File: config.mk
export PLATFORM = sky130hd
export DESIGN_NAME = state_configurable_event_timer
export DESIGN_NICKNAME = d
export VERILOG_FILES = /design/src/hdl/evt_timer_pkg.sv /design/src/hdl/state_configurable_event_timer.sv
export SDC_FILE = /design/constraint.sdc
export NUM_CORES = 2
export LEC_CHECK = 0
export BUFFER_PORTS_ARGS = -buffer_cell sky130_fd_sc_hd__buf_2
export CAP_MARGIN = 40
export CELL_PAD_IN_SITES_DETAIL_PLACEMENT = 1
export CELL_PAD_IN_SITES_GLOBAL_PLACEMENT = 2
export CORE_MARGIN = 2
export CORE_UTILIZATION = 34
export CTS_CLUSTER_SIZE = 30
export DETAILED_ROUTE_END_ITERATION = 8
export PLACE_DENSITY = 0.84
export SYNTH_ARGS = -nofsm -noshare
export SYNTH_HDL_FRONTEND = slang
export SYNTH_SLANG_ARGS = --single-unit
File: constraint.sdc
create_clock -name clock -period 4.85 [get_ports clock]
set_input_delay 0.485 -clock clock [delete_from_list [all_inputs] [get_ports clock]]
set_output_delay 0.485 -clock clock [all_outputs]
set_load 0.01 [all_outputs]
File: src/hdl/evt_timer_pkg.sv
package evt_timer_pkg;
  localparam int NUM_MATCH = 5;
  localparam int NUM_EVENT = 6;
  localparam int NUM_IO = 4;
  localparam int NUM_STATE = 8;

  // Word addresses of the register port
  localparam logic [7:0] A_CONFIG = 8'h00;
  localparam logic [7:0] A_CTRL = 8'h01;
  localparam logic [7:0] A_COUNT = 8'h02;
  localparam logic [7:0] A_STATE = 8'h03;
  localparam logic [7:0] A_IOSTAT = 8'h04;
  localparam logic [7:0] A_OUTPUT = 8'h05;
  localparam logic [7:0] A_REGMODE = 8'h06;
  localparam logic [7:0] A_FLAG = 8'h07;
  localparam logic [7:0] A_IRQEN = 8'h08;
  localparam logic [7:0] A_DMAEN = 8'h09;
  localparam logic [4:0] B_MATCH = 5'h02;
  localparam logic [4:0] B_CAPCTL = 5'h03;
  localparam logic [4:0] B_EVSTATE = 5'h04;
  localparam logic [4:0] B_EVCTL = 5'h05;
  localparam logic [4:0] B_EVACT = 5'h06;

  // Configuration fields
  localparam int CFG_UNIFY = 0;
  localparam int CFG_CLKSEL = 1;
  localparam int CFG_BIDIR_L = 4;
  localparam int CFG_BIDIR_H = 5;
  localparam int CFG_AUTOLIM_L = 6;
  localparam int CFG_AUTOLIM_H = 7;
  // Control fields
  localparam int CTL_HALT_L = 0;
  localparam int CTL_STOP_L = 1;
  localparam int CTL_HALT_H = 2;
  localparam int CTL_STOP_H = 3;
  localparam int CTL_DOWN_L = 4;
  localparam int CTL_DOWN_H = 5;
  // Event control fields
  localparam int EVC_MSEL = 0;
  localparam int EVC_HSEL = 3;
  localparam int EVC_IOSEL = 6 - 2;
  localparam int EVC_IOCOND = 7;
  localparam int EVC_COMB = 9;
  localparam int EVC_DIRQ = 11;
  localparam int EVC_HOLD = 13;
  localparam int EVC_NEXT = 14;
  localparam int EVC_LOAD = 17;
  // Event action fields
  localparam int EVA_LIMIT = 0;
  localparam int EVA_HALT = 1;
  localparam int EVA_START = 2;
  localparam int EVA_STOP = 3;
  localparam int EVA_REV = 4;
  localparam int EVA_SET = 5;
  localparam int EVA_CLR = 9;

  // Encodings
  localparam logic [1:0] IO_LOW = 2'h0;
  localparam logic [1:0] IO_RISE = 2'h1;
  localparam logic [1:0] IO_FALL = 2'h2;
  localparam logic [1:0] IO_HIGH = 2'h3;
  localparam logic [1:0] CMB_OR = 2'h0;
  localparam logic [1:0] CMB_MATCH = 2'h1;
  localparam logic [1:0] CMB_IO = 2'h2;
  localparam logic [1:0] CMB_AND = 2'h3;
  localparam logic [1:0] DIR_ANY = 2'h0;
  localparam logic [1:0] DIR_UP = 2'h1;
  localparam logic [1:0] DIR_DOWN = 2'h2;

  // Reset values
  localparam logic RST_HALT = 1'b1;
  localparam logic [2:0] RST_STATE = 3'h0;
endpackage

File: src/hdl/state_configurable_event_timer.sv
// Our own choices: the register addresses and strobed register access.
`timescale 1ns/1ps
module state_configurable_event_timer (
  input wire logic clock, // 100 MHz system clock
  input wire logic rstn, // Synchronous reset, active low
  input wire logic ce, // Clock enable, freezes all state when low
  input wire logic [7:0] addr, // Register word address
  input wire logic [31:0] wdata, // Write data
  input wire logic wr, // Write strobe
  input wire logic rd, // Read strobe
  output logic [31:0] rdata, // Read data, cycle after rd
  input wire logic [3:0] ev_in, // Asynchronous event inputs
  input wire logic [3:0] gpt_match, // General timer match outputs
  output logic [3:0] ev_out, // Timer outputs
  output logic [3:0] adc_trig, // Converter trigger sources
  output logic ev_irq, // Interrupt request level
  output logic ev_dma // DMA request pulse
);

  typedef struct packed {
    logic [3:0] in_s1;
    logic [3:0] in_s2;
    logic [3:0] in_s3;
    logic [7:0] cfg;
    logic halt_l;
    logic stop_l;
    logic halt_h;
    logic stop_h;
    logic down_l;
    logic down_h;
    logic [15:0] cnt_l;
    logic [15:0] cnt_h;
    logic [2:0] state;
    logic [3:0] outs;
    logic [3:0] out_prev;
    logic [4:0] regmode;
    logic [5:0] flag;
    logic [5:0] irqen;
    logic [5:0] dmaen;
    logic [4:0][31:0] mr;
    logic [4:0][5:0] capctl;
    logic [5:0][7:0] evst;
    logic [5:0][17:0] evctl;
    logic [5:0][12:0] evact;
    logic [5:0] held;
    logic [31:0] rdata;
    logic irq;
    logic dma;
    logic [3:0] trig;
  } timer_s;

  timer_s s_q;
  timer_s s_d;

  logic unify;
  logic [2:0] clksel;
  logic [1:0] clk_idx;
  logic tick;
  logic [31:0] cnt32;
  logic [4:0] m_32;
  logic [4:0] m_l;
  logic [4:0] m_h;
  logic [5:0] fire;
  logic [5:0] mraw;
  logic [5:0] ioraw;
  logic [5:0] hsel;
  logic lim_l, lim_h, hlt_l, hlt_h, sta_l, sta_h, stp_l, stp_h, rev_l, rev_h;
  logic [3:0] oset;
  logic [3:0] oclr;
  logic ld_state;
  logic [2:0] nxt_state;
  logic [32:0] res_l;
  logic [32:0] res_h;
  logic [2:0] widx;
  logic wr_match, wr_capctl, wr_evst, wr_evctl, wr_evact;
  logic rd_match, rd_capctl, rd_evst, rd_evctl, rd_evact;

  // One count step: returns direction and value
  function automatic logic [32:0] step(input logic [31:0] v, input logic down, input logic lim,
                                       input logic bidir, input logic rev);
    logic d;
    logic [31:0] r;
    d = down ^ rev;
    r = v;
    if (!bidir) begin
      d = 1'b0;
      r = lim ? 32'h0 : v + 32'h1;
    end else if (d) begin
      if (v == 32'h0) begin
        d = 1'b0;
        r = v + 32'h1;
      end else begin
        r = v - 32'h1;
      end
    end else if (lim && v != 32'h0) begin
      d = 1'b1;
      r = v - 32'h1;
    end else begin
      r = v + 32'h1;
    end
    return {d, r};
  endfunction

  // ------------------------------------------------------------
  // Next-state logic
  // ------------------------------------------------------------
  always_comb begin
    s_d = s_q;
    // Two-stage sync, third stage only for edge history
    s_d.in_s1 = ev_in;
    s_d.in_s2 = s_q.in_s1;
    s_d.in_s3 = s_q.in_s2;
    s_d.out_prev = s_q.outs;

    // Counter clock: system clock, rising edge of a synced input, or none
    unify = s_q.cfg[evt_timer_pkg::CFG_UNIFY];
    clksel = s_q.cfg[evt_timer_pkg::CFG_CLKSEL +: 3];
    clk_idx = clksel[1:0] - 2'h1;
    if (clksel == 3'h0) begin
      tick = 1'b1;
    end else if (clksel <= 3'h4) begin
      tick = s_q.in_s2[clk_idx] & ~s_q.in_s3[clk_idx];
    end else begin
      tick = 1'b0;
    end

    // Match compare, only registers in match mode; gated by tick so a slow count fires once
    cnt32 = {s_q.cnt_h, s_q.cnt_l};
    for (int i = 0; i < evt_timer_pkg::NUM_MATCH; i++) begin
      m_32[i] = tick & ~s_q.regmode[i] & (cnt32 == s_q.mr[i]);
      m_l[i] = tick & ~s_q.regmode[i] & (s_q.cnt_l == s_q.mr[i][15:0]);
      m_h[i] = tick & ~s_q.regmode[i] & (s_q.cnt_h == s_q.mr[i][31:16]);
    end

    lim_l = 1'b0;
    lim_h = 1'b0;
    hlt_l = 1'b0;
    hlt_h = 1'b0;
    sta_l = 1'b0;
    sta_h = 1'b0;
    stp_l = 1'b0;
    stp_h = 1'b0;
    rev_l = 1'b0;
    rev_h = 1'b0;
    oset = 4'h0;
    oclr = 4'h0;
    ld_state = 1'b0;
    nxt_state = s_q.state;

    // Event evaluation; higher index wins the next-state choice
    for (int e = 0; e < evt_timer_pkg::NUM_EVENT; e++) begin
      logic [2:0] msel;
      logic [2:0] iosel;
      logic now_v, prev_v, mterm, cond, dir, dirok, halted;
      msel = s_q.evctl[e][evt_timer_pkg::EVC_MSEL +: 3];
      iosel = s_q.evctl[e][evt_timer_pkg::EVC_IOSEL +: 3];
      hsel[e] = s_q.evctl[e][evt_timer_pkg::EVC_HSEL] & ~unify;
      if (msel > 3'h4) begin
        mraw[e] = 1'b0;
      end else if (unify) begin
        mraw[e] = m_32[msel];
      end else begin
        mraw[e] = hsel[e] ? m_h[msel] : m_l[msel];
      end
      now_v = iosel[2] ? s_q.outs[iosel[1:0]] : s_q.in_s2[iosel[1:0]];
      prev_v = iosel[2] ? s_q.out_prev[iosel[1:0]] : s_q.in_s3[iosel[1:0]];
      unique case (s_q.evctl[e][evt_timer_pkg::EVC_IOCOND +: 2])
        evt_timer_pkg::IO_LOW: ioraw[e] = ~now_v;
        evt_timer_pkg::IO_RISE: ioraw[e] = now_v & ~prev_v;
        evt_timer_pkg::IO_FALL: ioraw[e] = ~now_v & prev_v;
        evt_timer_pkg::IO_HIGH: ioraw[e] = now_v;
      endcase
      // Held match stands in for a match that came earlier
      mterm = mraw[e] | s_q.held[e];
      unique case (s_q.evctl[e][evt_timer_pkg::EVC_COMB +: 2])
        evt_timer_pkg::CMB_OR: cond = mterm | ioraw[e];
        evt_timer_pkg::CMB_MATCH: cond = mterm;
        evt_timer_pkg::CMB_IO: cond = ioraw[e];
        evt_timer_pkg::CMB_AND: cond = mterm & ioraw[e];
      endcase
      dir = hsel[e] ? s_q.down_h : s_q.down_l;
      unique case (s_q.evctl[e][evt_timer_pkg::EVC_DIRQ +: 2])
        evt_timer_pkg::DIR_UP: dirok = ~dir;
        evt_timer_pkg::DIR_DOWN: dirok = dir;
        default: dirok = 1'b1;
      endcase
      // A halted counter takes no events; stop still lets a start event through
      halted = hsel[e] ? s_q.halt_h : s_q.halt_l;
      fire[e] = cond & dirok & ~halted & s_q.evst[e][s_q.state];
      s_d.held[e] = s_q.evctl[e][evt_timer_pkg::EVC_HOLD] & ~fire[e] & (s_q.held[e] | mraw[e]);

      // Counter actions routed to the selected half
      if (fire[e]) begin
        if (hsel[e]) begin
          lim_h = lim_h | s_q.evact[e][evt_timer_pkg::EVA_LIMIT];
          hlt_h = hlt_h | s_q.evact[e][evt_timer_pkg::EVA_HALT];
          sta_h = sta_h | s_q.evact[e][evt_timer_pkg::EVA_START];
          stp_h = stp_h | s_q.evact[e][evt_timer_pkg::EVA_STOP];
          rev_h = rev_h | s_q.evact[e][evt_timer_pkg::EVA_REV];
        end else begin
          lim_l = lim_l | s_q.evact[e][evt_timer_pkg::EVA_LIMIT];
          hlt_l = hlt_l | s_q.evact[e][evt_timer_pkg::EVA_HALT];
          sta_l = sta_l | s_q.evact[e][evt_timer_pkg::EVA_START];
          stp_l = stp_l | s_q.evact[e][evt_timer_pkg::EVA_STOP];
          rev_l = rev_l | s_q.evact[e][evt_timer_pkg::EVA_REV];
        end
        oset = oset | s_q.evact[e][evt_timer_pkg::EVA_SET +: 4];
        oclr = oclr | s_q.evact[e][evt_timer_pkg::EVA_CLR +: 4];
        if (s_q.evctl[e][evt_timer_pkg::EVC_LOAD]) begin
          ld_state = 1'b1;
          nxt_state = s_q.evctl[e][evt_timer_pkg::EVC_NEXT +: 3];
        end
      end
    end

    // Match 0 as automatic limit
    lim_l = lim_l | (s_q.cfg[evt_timer_pkg::CFG_AUTOLIM_L] & (unify ? m_32[0] : m_l[0]));
    lim_h = lim_h | (s_q.cfg[evt_timer_pkg::CFG_AUTOLIM_H] & m_h[0]);

    // Counting; in unified mode the low half's control governs all 32 bits
    res_l = unify ? step(cnt32, s_q.down_l, lim_l, s_q.cfg[evt_timer_pkg::CFG_BIDIR_L], rev_l)
                  : step({16'h0, s_q.cnt_l}, s_q.down_l, lim_l, s_q.cfg[evt_timer_pkg::CFG_BIDIR_L], rev_l);
    res_h = step({16'h0, s_q.cnt_h}, s_q.down_h, lim_h, s_q.cfg[evt_timer_pkg::CFG_BIDIR_H], rev_h);
    if (tick && !s_q.halt_l && !s_q.stop_l) begin
      s_d.cnt_l = res_l[15:0];
      s_d.down_l = res_l[32];
      if (unify) begin
        s_d.cnt_h = res_l[31:16];
      end
    end
    if (!unify && tick && !s_q.halt_h && !s_q.stop_h) begin
      s_d.cnt_h = res_h[15:0];
      s_d.down_h = res_h[32];
    end
    s_d.halt_l = s_q.halt_l | hlt_l;
    s_d.halt_h = s_q.halt_h | hlt_h;
    s_d.stop_l = (s_q.stop_l & ~sta_l) | stp_l;
    s_d.stop_h = (s_q.stop_h & ~sta_h) | stp_h;

    // State moves only on events or a software write, never on wrap or limit
    if (ld_state) begin
      s_d.state = nxt_state;
    end

    // Set and clear together toggles; set at period and clear at duty gives PWM
    for (int o = 0; o < evt_timer_pkg::NUM_IO; o++) begin
      if (oset[o] && oclr[o]) begin
        s_d.outs[o] = ~s_q.outs[o];
      end else if (oset[o]) begin
        s_d.outs[o] = 1'b1;
      end else if (oclr[o]) begin
        s_d.outs[o] = 1'b0;
      end
    end

    // Capture of the whole count into capture-mode registers
    for (int i = 0; i < evt_timer_pkg::NUM_MATCH; i++) begin
      if (s_q.regmode[i] && (fire & s_q.capctl[i]) != 6'h0) begin
        s_d.mr[i] = cnt32;
      end
    end

    // Requests: sticky flag, level interrupt, one-cycle DMA pulse
    s_d.irq = |(s_q.flag & s_q.irqen);
    s_d.dma = |(fire & s_q.dmaen);
    s_d.trig = s_q.outs | gpt_match;

    // Register writes; software wins over events except on flags
    widx = addr[2:0];
    wr_match = wr && addr[7:3] == evt_timer_pkg::B_MATCH && widx < 3'h5;
    wr_capctl = wr && addr[7:3] == evt_timer_pkg::B_CAPCTL && widx < 3'h5;
    wr_evst = wr && addr[7:3] == evt_timer_pkg::B_EVSTATE && widx < 3'h6;
    wr_evctl = wr && addr[7:3] == evt_timer_pkg::B_EVCTL && widx < 3'h6;
    wr_evact = wr && addr[7:3] == evt_timer_pkg::B_EVACT && widx < 3'h6;
    s_d.flag = s_q.flag | fire;
    if (wr) begin
      unique case (addr)
        evt_timer_pkg::A_CONFIG: s_d.cfg = wdata[7:0];
        evt_timer_pkg::A_CTRL: begin
          s_d.halt_l = wdata[evt_timer_pkg::CTL_HALT_L];
          s_d.stop_l = wdata[evt_timer_pkg::CTL_STOP_L];
          s_d.halt_h = wdata[evt_timer_pkg::CTL_HALT_H];
          s_d.stop_h = wdata[evt_timer_pkg::CTL_STOP_H];
          s_d.down_l = wdata[evt_timer_pkg::CTL_DOWN_L];
          s_d.down_h = wdata[evt_timer_pkg::CTL_DOWN_H];
        end
        evt_timer_pkg::A_COUNT: begin
          s_d.cnt_l = wdata[15:0];
          s_d.cnt_h = wdata[31:16];
        end
        evt_timer_pkg::A_STATE: s_d.state = wdata[2:0];
        evt_timer_pkg::A_OUTPUT: s_d.outs = wdata[3:0];
        evt_timer_pkg::A_REGMODE: s_d.regmode = wdata[4:0];
        // Write one to clear; a new event in the same cycle keeps its flag
        evt_timer_pkg::A_FLAG: s_d.flag = (s_q.flag & ~wdata[5:0]) | fire;
        evt_timer_pkg::A_IRQEN: s_d.irqen = wdata[5:0];
        evt_timer_pkg::A_DMAEN: s_d.dmaen = wdata[5:0];
        default: ;
      endcase
    end
    if (wr_match) begin
      s_d.mr[widx] = wdata;
    end
    if (wr_capctl) begin
      s_d.capctl[widx] = wdata[5:0];
    end
    if (wr_evst) begin
      s_d.evst[widx] = wdata[7:0];
    end
    if (wr_evctl) begin
      s_d.evctl[widx] = wdata[17:0];
    end
    if (wr_evact) begin
      s_d.evact[widx] = wdata[12:0];
    end

    // Register reads; unmapped words read as zero
    rd_match = addr[7:3] == evt_timer_pkg::B_MATCH && widx < 3'h5;
    rd_capctl = addr[7:3] == evt_timer_pkg::B_CAPCTL && widx < 3'h5;
    rd_evst = addr[7:3] == evt_timer_pkg::B_EVSTATE && widx < 3'h6;
    rd_evctl = addr[7:3] == evt_timer_pkg::B_EVCTL && widx < 3'h6;
    rd_evact = addr[7:3] == evt_timer_pkg::B_EVACT && widx < 3'h6;
    s_d.rdata = 32'h0;
    if (rd) begin
      if (rd_match) begin
        s_d.rdata = s_q.mr[widx];
      end else if (rd_capctl) begin
        s_d.rdata = {26'h0, s_q.capctl[widx]};
      end else if (rd_evst) begin
        s_d.rdata = {24'h0, s_q.evst[widx]};
      end else if (rd_evctl) begin
        s_d.rdata = {14'h0, s_q.evctl[widx]};
      end else if (rd_evact) begin
        s_d.rdata = {19'h0, s_q.evact[widx]};
      end else begin
        unique case (addr)
          evt_timer_pkg::A_CONFIG: s_d.rdata = {24'h0, s_q.cfg};
          evt_timer_pkg::A_CTRL: s_d.rdata = {26'h0, s_q.down_h, s_q.down_l, s_q.stop_h, s_q.halt_h,
                                              s_q.stop_l, s_q.halt_l};
          evt_timer_pkg::A_COUNT: s_d.rdata = cnt32;
          evt_timer_pkg::A_STATE: s_d.rdata = {29'h0, s_q.state};
          evt_timer_pkg::A_IOSTAT: s_d.rdata = {24'h0, s_q.outs, s_q.in_s2};
          evt_timer_pkg::A_OUTPUT: s_d.rdata = {28'h0, s_q.outs};
          evt_timer_pkg::A_REGMODE: s_d.rdata = {27'h0, s_q.regmode};
          evt_timer_pkg::A_FLAG: s_d.rdata = {26'h0, s_q.flag};
          evt_timer_pkg::A_IRQEN: s_d.rdata = {26'h0, s_q.irqen};
          evt_timer_pkg::A_DMAEN: s_d.rdata = {26'h0, s_q.dmaen};
          default: s_d.rdata = 32'h0;
        endcase
      end
    end
  end

  // ------------------------------------------------------------
  // State register
  // ------------------------------------------------------------
  always_ff @(posedge clock) begin
    if (!rstn) begin
      s_q <= '0;
      s_q.halt_l <= evt_timer_pkg::RST_HALT;
      s_q.halt_h <= evt_timer_pkg::RST_HALT;
      s_q.state <= evt_timer_pkg::RST_STATE;
    end else if (ce) begin
      s_q <= s_d;
    end
  end

  // Outputs straight from flops
  assign rdata = s_q.rdata;
  assign ev_out = s_q.outs;
  assign adc_trig = s_q.trig;
  assign ev_irq = s_q.irq;
  assign ev_dma = s_q.dma;
endmodule

Word level (Yosys, flattened, before mapping)
Cells that the tools add are included.
Cells by class
  add/subtract/negate cells: 7
  $lt $le $gt $ge: 25
  eq/ne operators: 77
  multiplexer cells: 412
  bitwise gates (word level): 214
  reductions and logical operators: 73
Operators by type and width (count)
  32-bit 2-to-1 mux: 25
  32-bit case mux with 10 select lines: 1
  1-bit 2-to-1 mux: 253
  160-bit bitwise mux: 1
  16-bit == test: 10
  32-bit == test: 5
  160-bit 2-to-1 mux: 1
  16-bit 2-to-1 mux: 7
  108-bit bitwise mux: 1
  32-bit binary-select mux with 3-bit select: 1
  32-bit demux with 3-bit select: 1
  1-bit AND: 79
  78-bit bitwise mux: 1
  1-bit binary-select mux with 3-bit select: 24
  1-bit OR: 68
  2-bit == test, second input constant: 30
  18-bit binary-select mux with 3-bit select: 1
  18-bit demux with 3-bit select: 1
  18-bit 2-to-1 mux: 3
  1-bit binary-select mux with 2-bit select: 26
  4-bit 2-to-1 mux: 13
  6-bit AND: 8
  48-bit bitwise mux: 1
  1-bit case mux with 4 select lines: 12
  52 further kinds: 235
Storage, ports and cells
  flip-flop bits (word level): 560
  output and inout port bits: 42

Longest topological paths before layout
  depth in word-level cells: 47
  depth in mapped cells: 19
  gate-level depth less buffers: 16

Least setup slack after synthesis
Ideal clock, no wire load.
  path kind: reg2reg
  from: register s_q (netlist bit cnt32[17])
  to: register s_q (netlist bit cnt32[2])
  library setup time: 0.119 ns
  arrival: 4.589 ns
  setup slack: 0.143 ns
  cell stages (with the launch flop): 18
  path buffers: 2
  period minus slack after synthesis: 4.707 ns
  cells stage by stage: dfxtp_1 -> clkbuf_1 -> clkbuf_1 -> inv_1 -> ha_1 -> or3b_4 -> or3_1 -> or3_1 -> or3_1 -> or3_1 -> or2_1 -> nor4_2 -> o21ai_0 -> nand2_1 -> mux2_2 -> a221o_1 -> a21oi_1 -> nor2_1
Between the ends
  longest elaborated chain between the ends: 38
  elaborated cells on any way between the ends: 157
  those cells by class: eq/ne (10); mux (84); bitwise (59); reduce/logical (4)
Ends and longest elaborated chain
  from (decl): line state_configurable_event_timer.sv:52  | timer_s s_q;
  16-bit == test: line state_configurable_event_timer.sv:132  | m_h[i] = tick & ~s_q.regmode[i] & (s_q.cnt_h == s_q.mr[i][31:16]);
  1-bit AND: line state_configurable_event_timer.sv:132
  1-bit binary-select mux with 3-bit select: line state_configurable_event_timer.sv:163  | mraw[e] = hsel[e] ? m_h[msel] : m_l[msel];
  1-bit 2-to-1 mux (not written as such): line state_configurable_event_timer.sv:163
  1-bit 2-to-1 mux: line state_configurable_event_timer.sv:163
  1-bit 2-to-1 mux: line state_configurable_event_timer.sv:160  | end else if (unify) begin
  1-bit 2-to-1 mux: line state_configurable_event_timer.sv:158  | if (msel > 3'h4) begin
  1-bit OR: line state_configurable_event_timer.sv:174  | mterm = mraw[e] | s_q.held[e];
  (+22 left out)
  1-bit logical AND: line state_configurable_event_timer.sv:95  | end else if (lim && v != 32'h0) begin
  32-bit 2-to-1 mux: line state_configurable_event_timer.sv:95
  32-bit 2-to-1 mux: line state_configurable_event_timer.sv:88  | end else if (d) begin
  32-bit 2-to-1 mux: line state_configurable_event_timer.sv:85  | if (!bidir) begin
  33-bit 2-to-1 mux (*): line state_configurable_event_timer.sv:221  | res_l = unify ? step(cnt32, s_q.down_l, lim_l, s_q.cfg[evt_timer_pkg::CFG_BIDIR_L], rev_l)
  32-bit 2-to-1 mux (*): line state_configurable_event_timer.sv:224  | if (tick && !s_q.halt_l && !s_q.stop_l) begin
  32-bit 2-to-1 mux: line state_configurable_event_timer.sv:277  | unique case (addr)
  45-bit 2-to-1 mux (*): line state_configurable_event_timer.sv:276  | if (wr) begin
Every way passes the cells marked *; elsewhere a longest branch is shown, timed or not. The select of a mux whose other input is x is not followed.
A chain may end at the register's enable or synchronous reset.

Worst setup path in the final report
  from: register s_q (netlist bit cnt32[13])
  to: register s_q (netlist bit ev_out[2])
Between the ends
  longest elaborated chain between the ends: 29
  elaborated cells on any way between the ends: 132
  those cells by class: eq/ne (10); mux (65); bitwise (56); reduce/logical (1)
Ends and longest elaborated chain
  16-bit == test: line state_configurable_event_timer.sv:131  | m_l[i] = tick & ~s_q.regmode[i] & (s_q.cnt_l == s_q.mr[i][15:0]);
  1-bit AND: line state_configurable_event_timer.sv:131
  1-bit binary-select mux with 3-bit select: line state_configurable_event_timer.sv:163
  1-bit 2-to-1 mux (not written as such): line state_configurable_event_timer.sv:163
  1-bit 2-to-1 mux: line state_configurable_event_timer.sv:163
  1-bit 2-to-1 mux: line state_configurable_event_timer.sv:160
  1-bit 2-to-1 mux: line state_configurable_event_timer.sv:158
  1-bit OR: line state_configurable_event_timer.sv:174
  (+13 left out)
  4-bit 2-to-1 mux: line state_configurable_event_timer.sv:193  | if (fire[e]) begin
  4-bit OR: line state_configurable_event_timer.sv:208  | oclr = oclr | s_q.evact[e][evt_timer_pkg::EVA_CLR +: 4];
  4-bit 2-to-1 mux: line state_configurable_event_timer.sv:193
  1-bit 2-to-1 mux: line state_configurable_event_timer.sv:251  | end else if (oclr[o]) begin
  1-bit 2-to-1 mux: line state_configurable_event_timer.sv:249  | end else if (oset[o]) begin
  1-bit 2-to-1 mux (*): line state_configurable_event_timer.sv:247  | if (oset[o] && oclr[o]) begin
  4-bit 2-to-1 mux: line state_configurable_event_timer.sv:277
  45-bit 2-to-1 mux (*): line state_configurable_event_timer.sv:276
Marked as above.

==> summary by stage <==
Critical path
The worst setup path is launched from a register. The most common cell type on the critical path is sky130_fd_sc_hd__buf_4. The standard cell with the maximum stage delay on the critical path is sky130_fd_sc_hd__xor2_1. The endpoint arrival time on the critical path is 5.33 ns. Setup slack on the worst reg-to-reg path comes out at 0.06 ns.

Traced cell by cell, the critical path runs through buf_6 -> xor2_1 -> nor4_1 -> nand4_1 -> buf_12 -> buf_4 -> buf_4 -> buf_4 -> a21o_1 -> o221a_2 -> o31a_1 -> a21boi_4 -> buf_4 -> buf_4 -> buf_4 -> a22o_1 -> a221o_1 -> a221oi_1 -> o31ai_1 -> a22oi_1 -> nor2_1 -> buf_4. The startpoint of the most critical register-to-register path is cnt32[13]. STA classifies the critical path endpoint as a register. The maximum fanout along the worst path is 11. In this run the worst setup path terminates at ev_out[2].

In this run the critical register-to-register path is captured at ev_out[2]. In this run the worst setup path begins at cnt32[13]. The depth of the most critical reg-to-reg path is 22. The highest cell delay on the worst timing path is 0.43 ns. The setup path with the least slack is of type reg2reg. STA puts the critical path data required time at 5.39 ns.

Layout
The library cells used most frequently in the layout, excluding fill and tap cells, are 661 x sky130_fd_sc_hd__nand2_1, 547 x sky130_fd_sc_hd__a21oi_1, 545 x sky130_fd_sc_hd__dfxtp_1. At the end of the flow the core is filled with cells to 40.42%. The post-route non-filler standard cell count is 6247. The post-route cell area is 0.04255 mm^2. The area growth from synthesis to layout is 18.09%. The total of fill cells in the finished design is 12750. The commonest non-fill, non-tap cell in the layout is sky130_fd_sc_hd__nand2_1. Of the cells placed in the final design, the portion with a size suffix greater than 1 is 17.34%. The final layout net count is 4864.

Global route
The leftover overflow at the end of global routing is 0. The first global-routing pass estimated 274900 um of wire. The via count of the first global-routing pass is 39390. The aggregate global-route resource usage is 33.93%. The number of antenna violations at the first check in global routing is 7. Entering global routing, the biggest net connects 116 pins.

Clocking
The clock insertion delay at the later pin of the skew report is 0.69 ns. The number of H-tree levels is 3. The number of clock buffers inserted by TritonCTS is 74. The tree is rooted in a sky130_fd_sc_hd__clkbuf_16.

Buffers inserted to repair hold after CTS numbered 0. The clock-pin transition on the worst setup and hold timing paths is 0.07 ns. The clock net in this run drives a total of 560 sinks. The maximum count of clock buffers along a single path is 3.

The clock tree from TritonCTS is built.

Routing
The pre-antenna-repair detailed-routing pass consisted of 6 iterations. The via count is 39690. The average routed wire per standard cell is 30.28 um.

The detail route stage leaves a number of antenna-violating nets equal to 0. The detailed router's first-iteration violation count is 4676. For this run, design rule violations remaining after detail routing come to 0.

The final layout contains routed wiring with a total length of 189200 um. The detailed-route vias per instance is 6.353.

Placed design
Prior to clock tree synthesis, the placed netlist has a worst setup slack of -0.3064 ns. The weighted congestion reported at the end of routability-driven placement is 0.9977. The port buffer count is 94. Once detailed placement completed, the half-perimeter wirelength came to 132700 um. Once placement completed, the tool counted placed cells totaling 6106.

Once placement finished, the instance area stood at 0.03972 mm^2.

Floorplan
The I/O pin count is 95. Row generation in the floorplan step produced 119 rows. Measured along the x axis, the die boundary spans 329.5 um. The initial cell density of the core is 34.23%. In this run the standard cell core region covers 0.1053 mm^2. The floorplan step defined a die boundary enclosing 0.1086 mm^2. The die is 329.5 um tall.

STA
In this run the tightest slew margin relative to its limit is 32.16%. The part of the cycle the worst path needs is 98.73%. The peak clock frequency supported by timing is 208.8 MHz. The number of pins exceeding their max-slew limit in the final report is 0.

The smallest hold slack is 0.04706 ns. At the pin with the least slew margin, the transition time is 1.014 ns. Setup repair after global routing left no endpoint under its margin. The setup TNS is 0 ns. The count of final hold-check violations is 0.

Subtracting the final worst setup slack from the clock period gives 4.789 ns. The final count of negative-setup-slack endpoints is 0. The final worst setup slack is 0.06145 ns. Between clock sinks in the finished design, the worst skew comes to 0.05820 ns.

Power and ir drop
The post-layout total power is 12.18 mW. Dividing total power by cell area gives a power density of 286.3 mW/mm^2. The worst IR drop on VDD is 248.3 uV. In this run the static leakage power is 15.96 nW.

Yosys
The post-synthesis cell count is 4724. The synthesized area divided by synthesized cell count is 7.628 um^2. The post-synthesis cell area is 0.03603 mm^2. The most used flip-flop cell after synthesis is sky130_fd_sc_hd__dfxtp_1. Yosys attributes the largest share of cell area to sky130_fd_sc_hd__dfxtp_1 31%, sky130_fd_sc_hd__a21oi_1 7.7%, sky130_fd_sc_hd__nand2_1 6.9%. The number of library cell types mapped by synthesis is 103. The biggest area contributor in the post-synthesis netlist is sky130_fd_sc_hd__dfxtp_1.

The top cell type by area accounts for 31.11% of the synthesized area. Of all flip-flops after synthesis, the portion carrying an async set or reset was 0%. The number of nets produced by synthesis is 4794. Counting flops with a built-in enable in the synthesized netlist gives 0. The register area share after synthesis is 31.11%.

The number of synthesis warnings is 0. The synthesis-stage register bit count is 560.

Job
The number of max-cap violations is 0.

Worst hold path
The path type of the worst min-delay path is in2reg.

Status
The run finished with clean final reports.
cells in the mapped netlist, types with 44 or more instances:
cell type                  count
sky130_fd_sc_hd__nor4_1       70
sky130_fd_sc_hd__nand3_1     125
sky130_fd_sc_hd__nor2_1      342
sky130_fd_sc_hd__clkbuf_1    405
sky130_fd_sc_hd__mux2i_1     144
sky130_fd_sc_hd__nor2b_1      44
sky130_fd_sc_hd__xor2_1      181
sky130_fd_sc_hd__a22oi_1      88
sky130_fd_sc_hd__inv_1        62
sky130_fd_sc_hd__nor3_1       81
sky130_fd_sc_hd__dfxtp_1     560
sky130_fd_sc_hd__a21oi_1     555
sky130_fd_sc_hd__o21ai_0     424
sky130_fd_sc_hd__mux4_2      107
sky130_fd_sc_hd__nand2_1     661
sky130_fd_sc_hd__or3_1       177
routing by layer:
| layer | global-route usage (%) | vias to the layer above | wire length (um) | share of wire [%] |
|---|---|---|---|---|
| met5 | 0 | - | 41 | 0.022 |
| met1 | 44.37 | 20060 | 76490 | 40 |
| met2 | 52.21 | 2035 | 83650 | 44 |
| met3 | 6.696 | 489 | 17020 | 9.0 |
| li1 | - | 17100 | - | - |
| met4 | 19.19 | 6 | 11990 | 6.3 |
state kept, by name (all words and copies together), names as in the netlist:
signal    flops
s_q         475
cnt32        32
clksel        3
ev_out        4
adc_trig      4
ev_dma        1
rdata        32
s_d           8
ev_irq        1
report_power, final:
| group | switching (mW) | internal, mW |
|---|---|---|
| combinational | 1.08 | 0.494 |
| clock | 2.42 | 3.51 |
| sequential | 0.0517 | 4.63 |
timing repair:
action / CTS / global route
setup buffers: 0 / 3
pin swaps: 1 / 8
setup endpoints to repair: 178 / 194
gates resized for setup: 16 / 38
cells by family (layout without fill, tap and decap cells):
kind of cell,Yosys count,in the layout,share of synthesized area (%)
other,0,5,0
buffers and inverters,568,695,6.459
muxes,265,265,11.13
adders and majority gates,17,17,0.5903
xor gates and xnor gates,212,212,5.174
DFF,560,560,31.11
AOI/OAI and AO/OA,1445,1445,24.22
and+or+nand+nor,1657,1657,21.31
layout make-up:
cell class	instances	area (um^2)	share of cell area [%]
clock inverter	30	414.1	0.9732
sequential	560	11230	26.39
timing repair buffer	497	3976	9.344
inverter	65	251.5	0.5910
tap	1391	1740	4.090
multi-input combinational	3596	22790	53.57
antenna	5	12.51	0.02940
clock buffer	103	2135	5.016
worst max-delay path: cells and delay by family, from the launching register on:
kind	cells	cell delay, ns
buf+inv	9	1.41
flops	1	0.38
simple gates	3	0.38
compound gates	9	1.99
xor+xnor	1	0.43
worst min path at each step:
stage | from | to | cells after the start
2_1_floorplan | s_q[42] | s_q[42] | 2
3_3_place_gp | s_q[175] | s_q[175] | 2
3_5_place_dp | s_q[121] | s_q[121] | 2
4_1_cts | ev_in[3] | s_d[555] | 3
5_1_grt | ev_in[1] | s_d[553] | 3
6_report | ev_in[3] | s_d[555] | 3
Note: power is estimated with default switching activity, not from simulation.
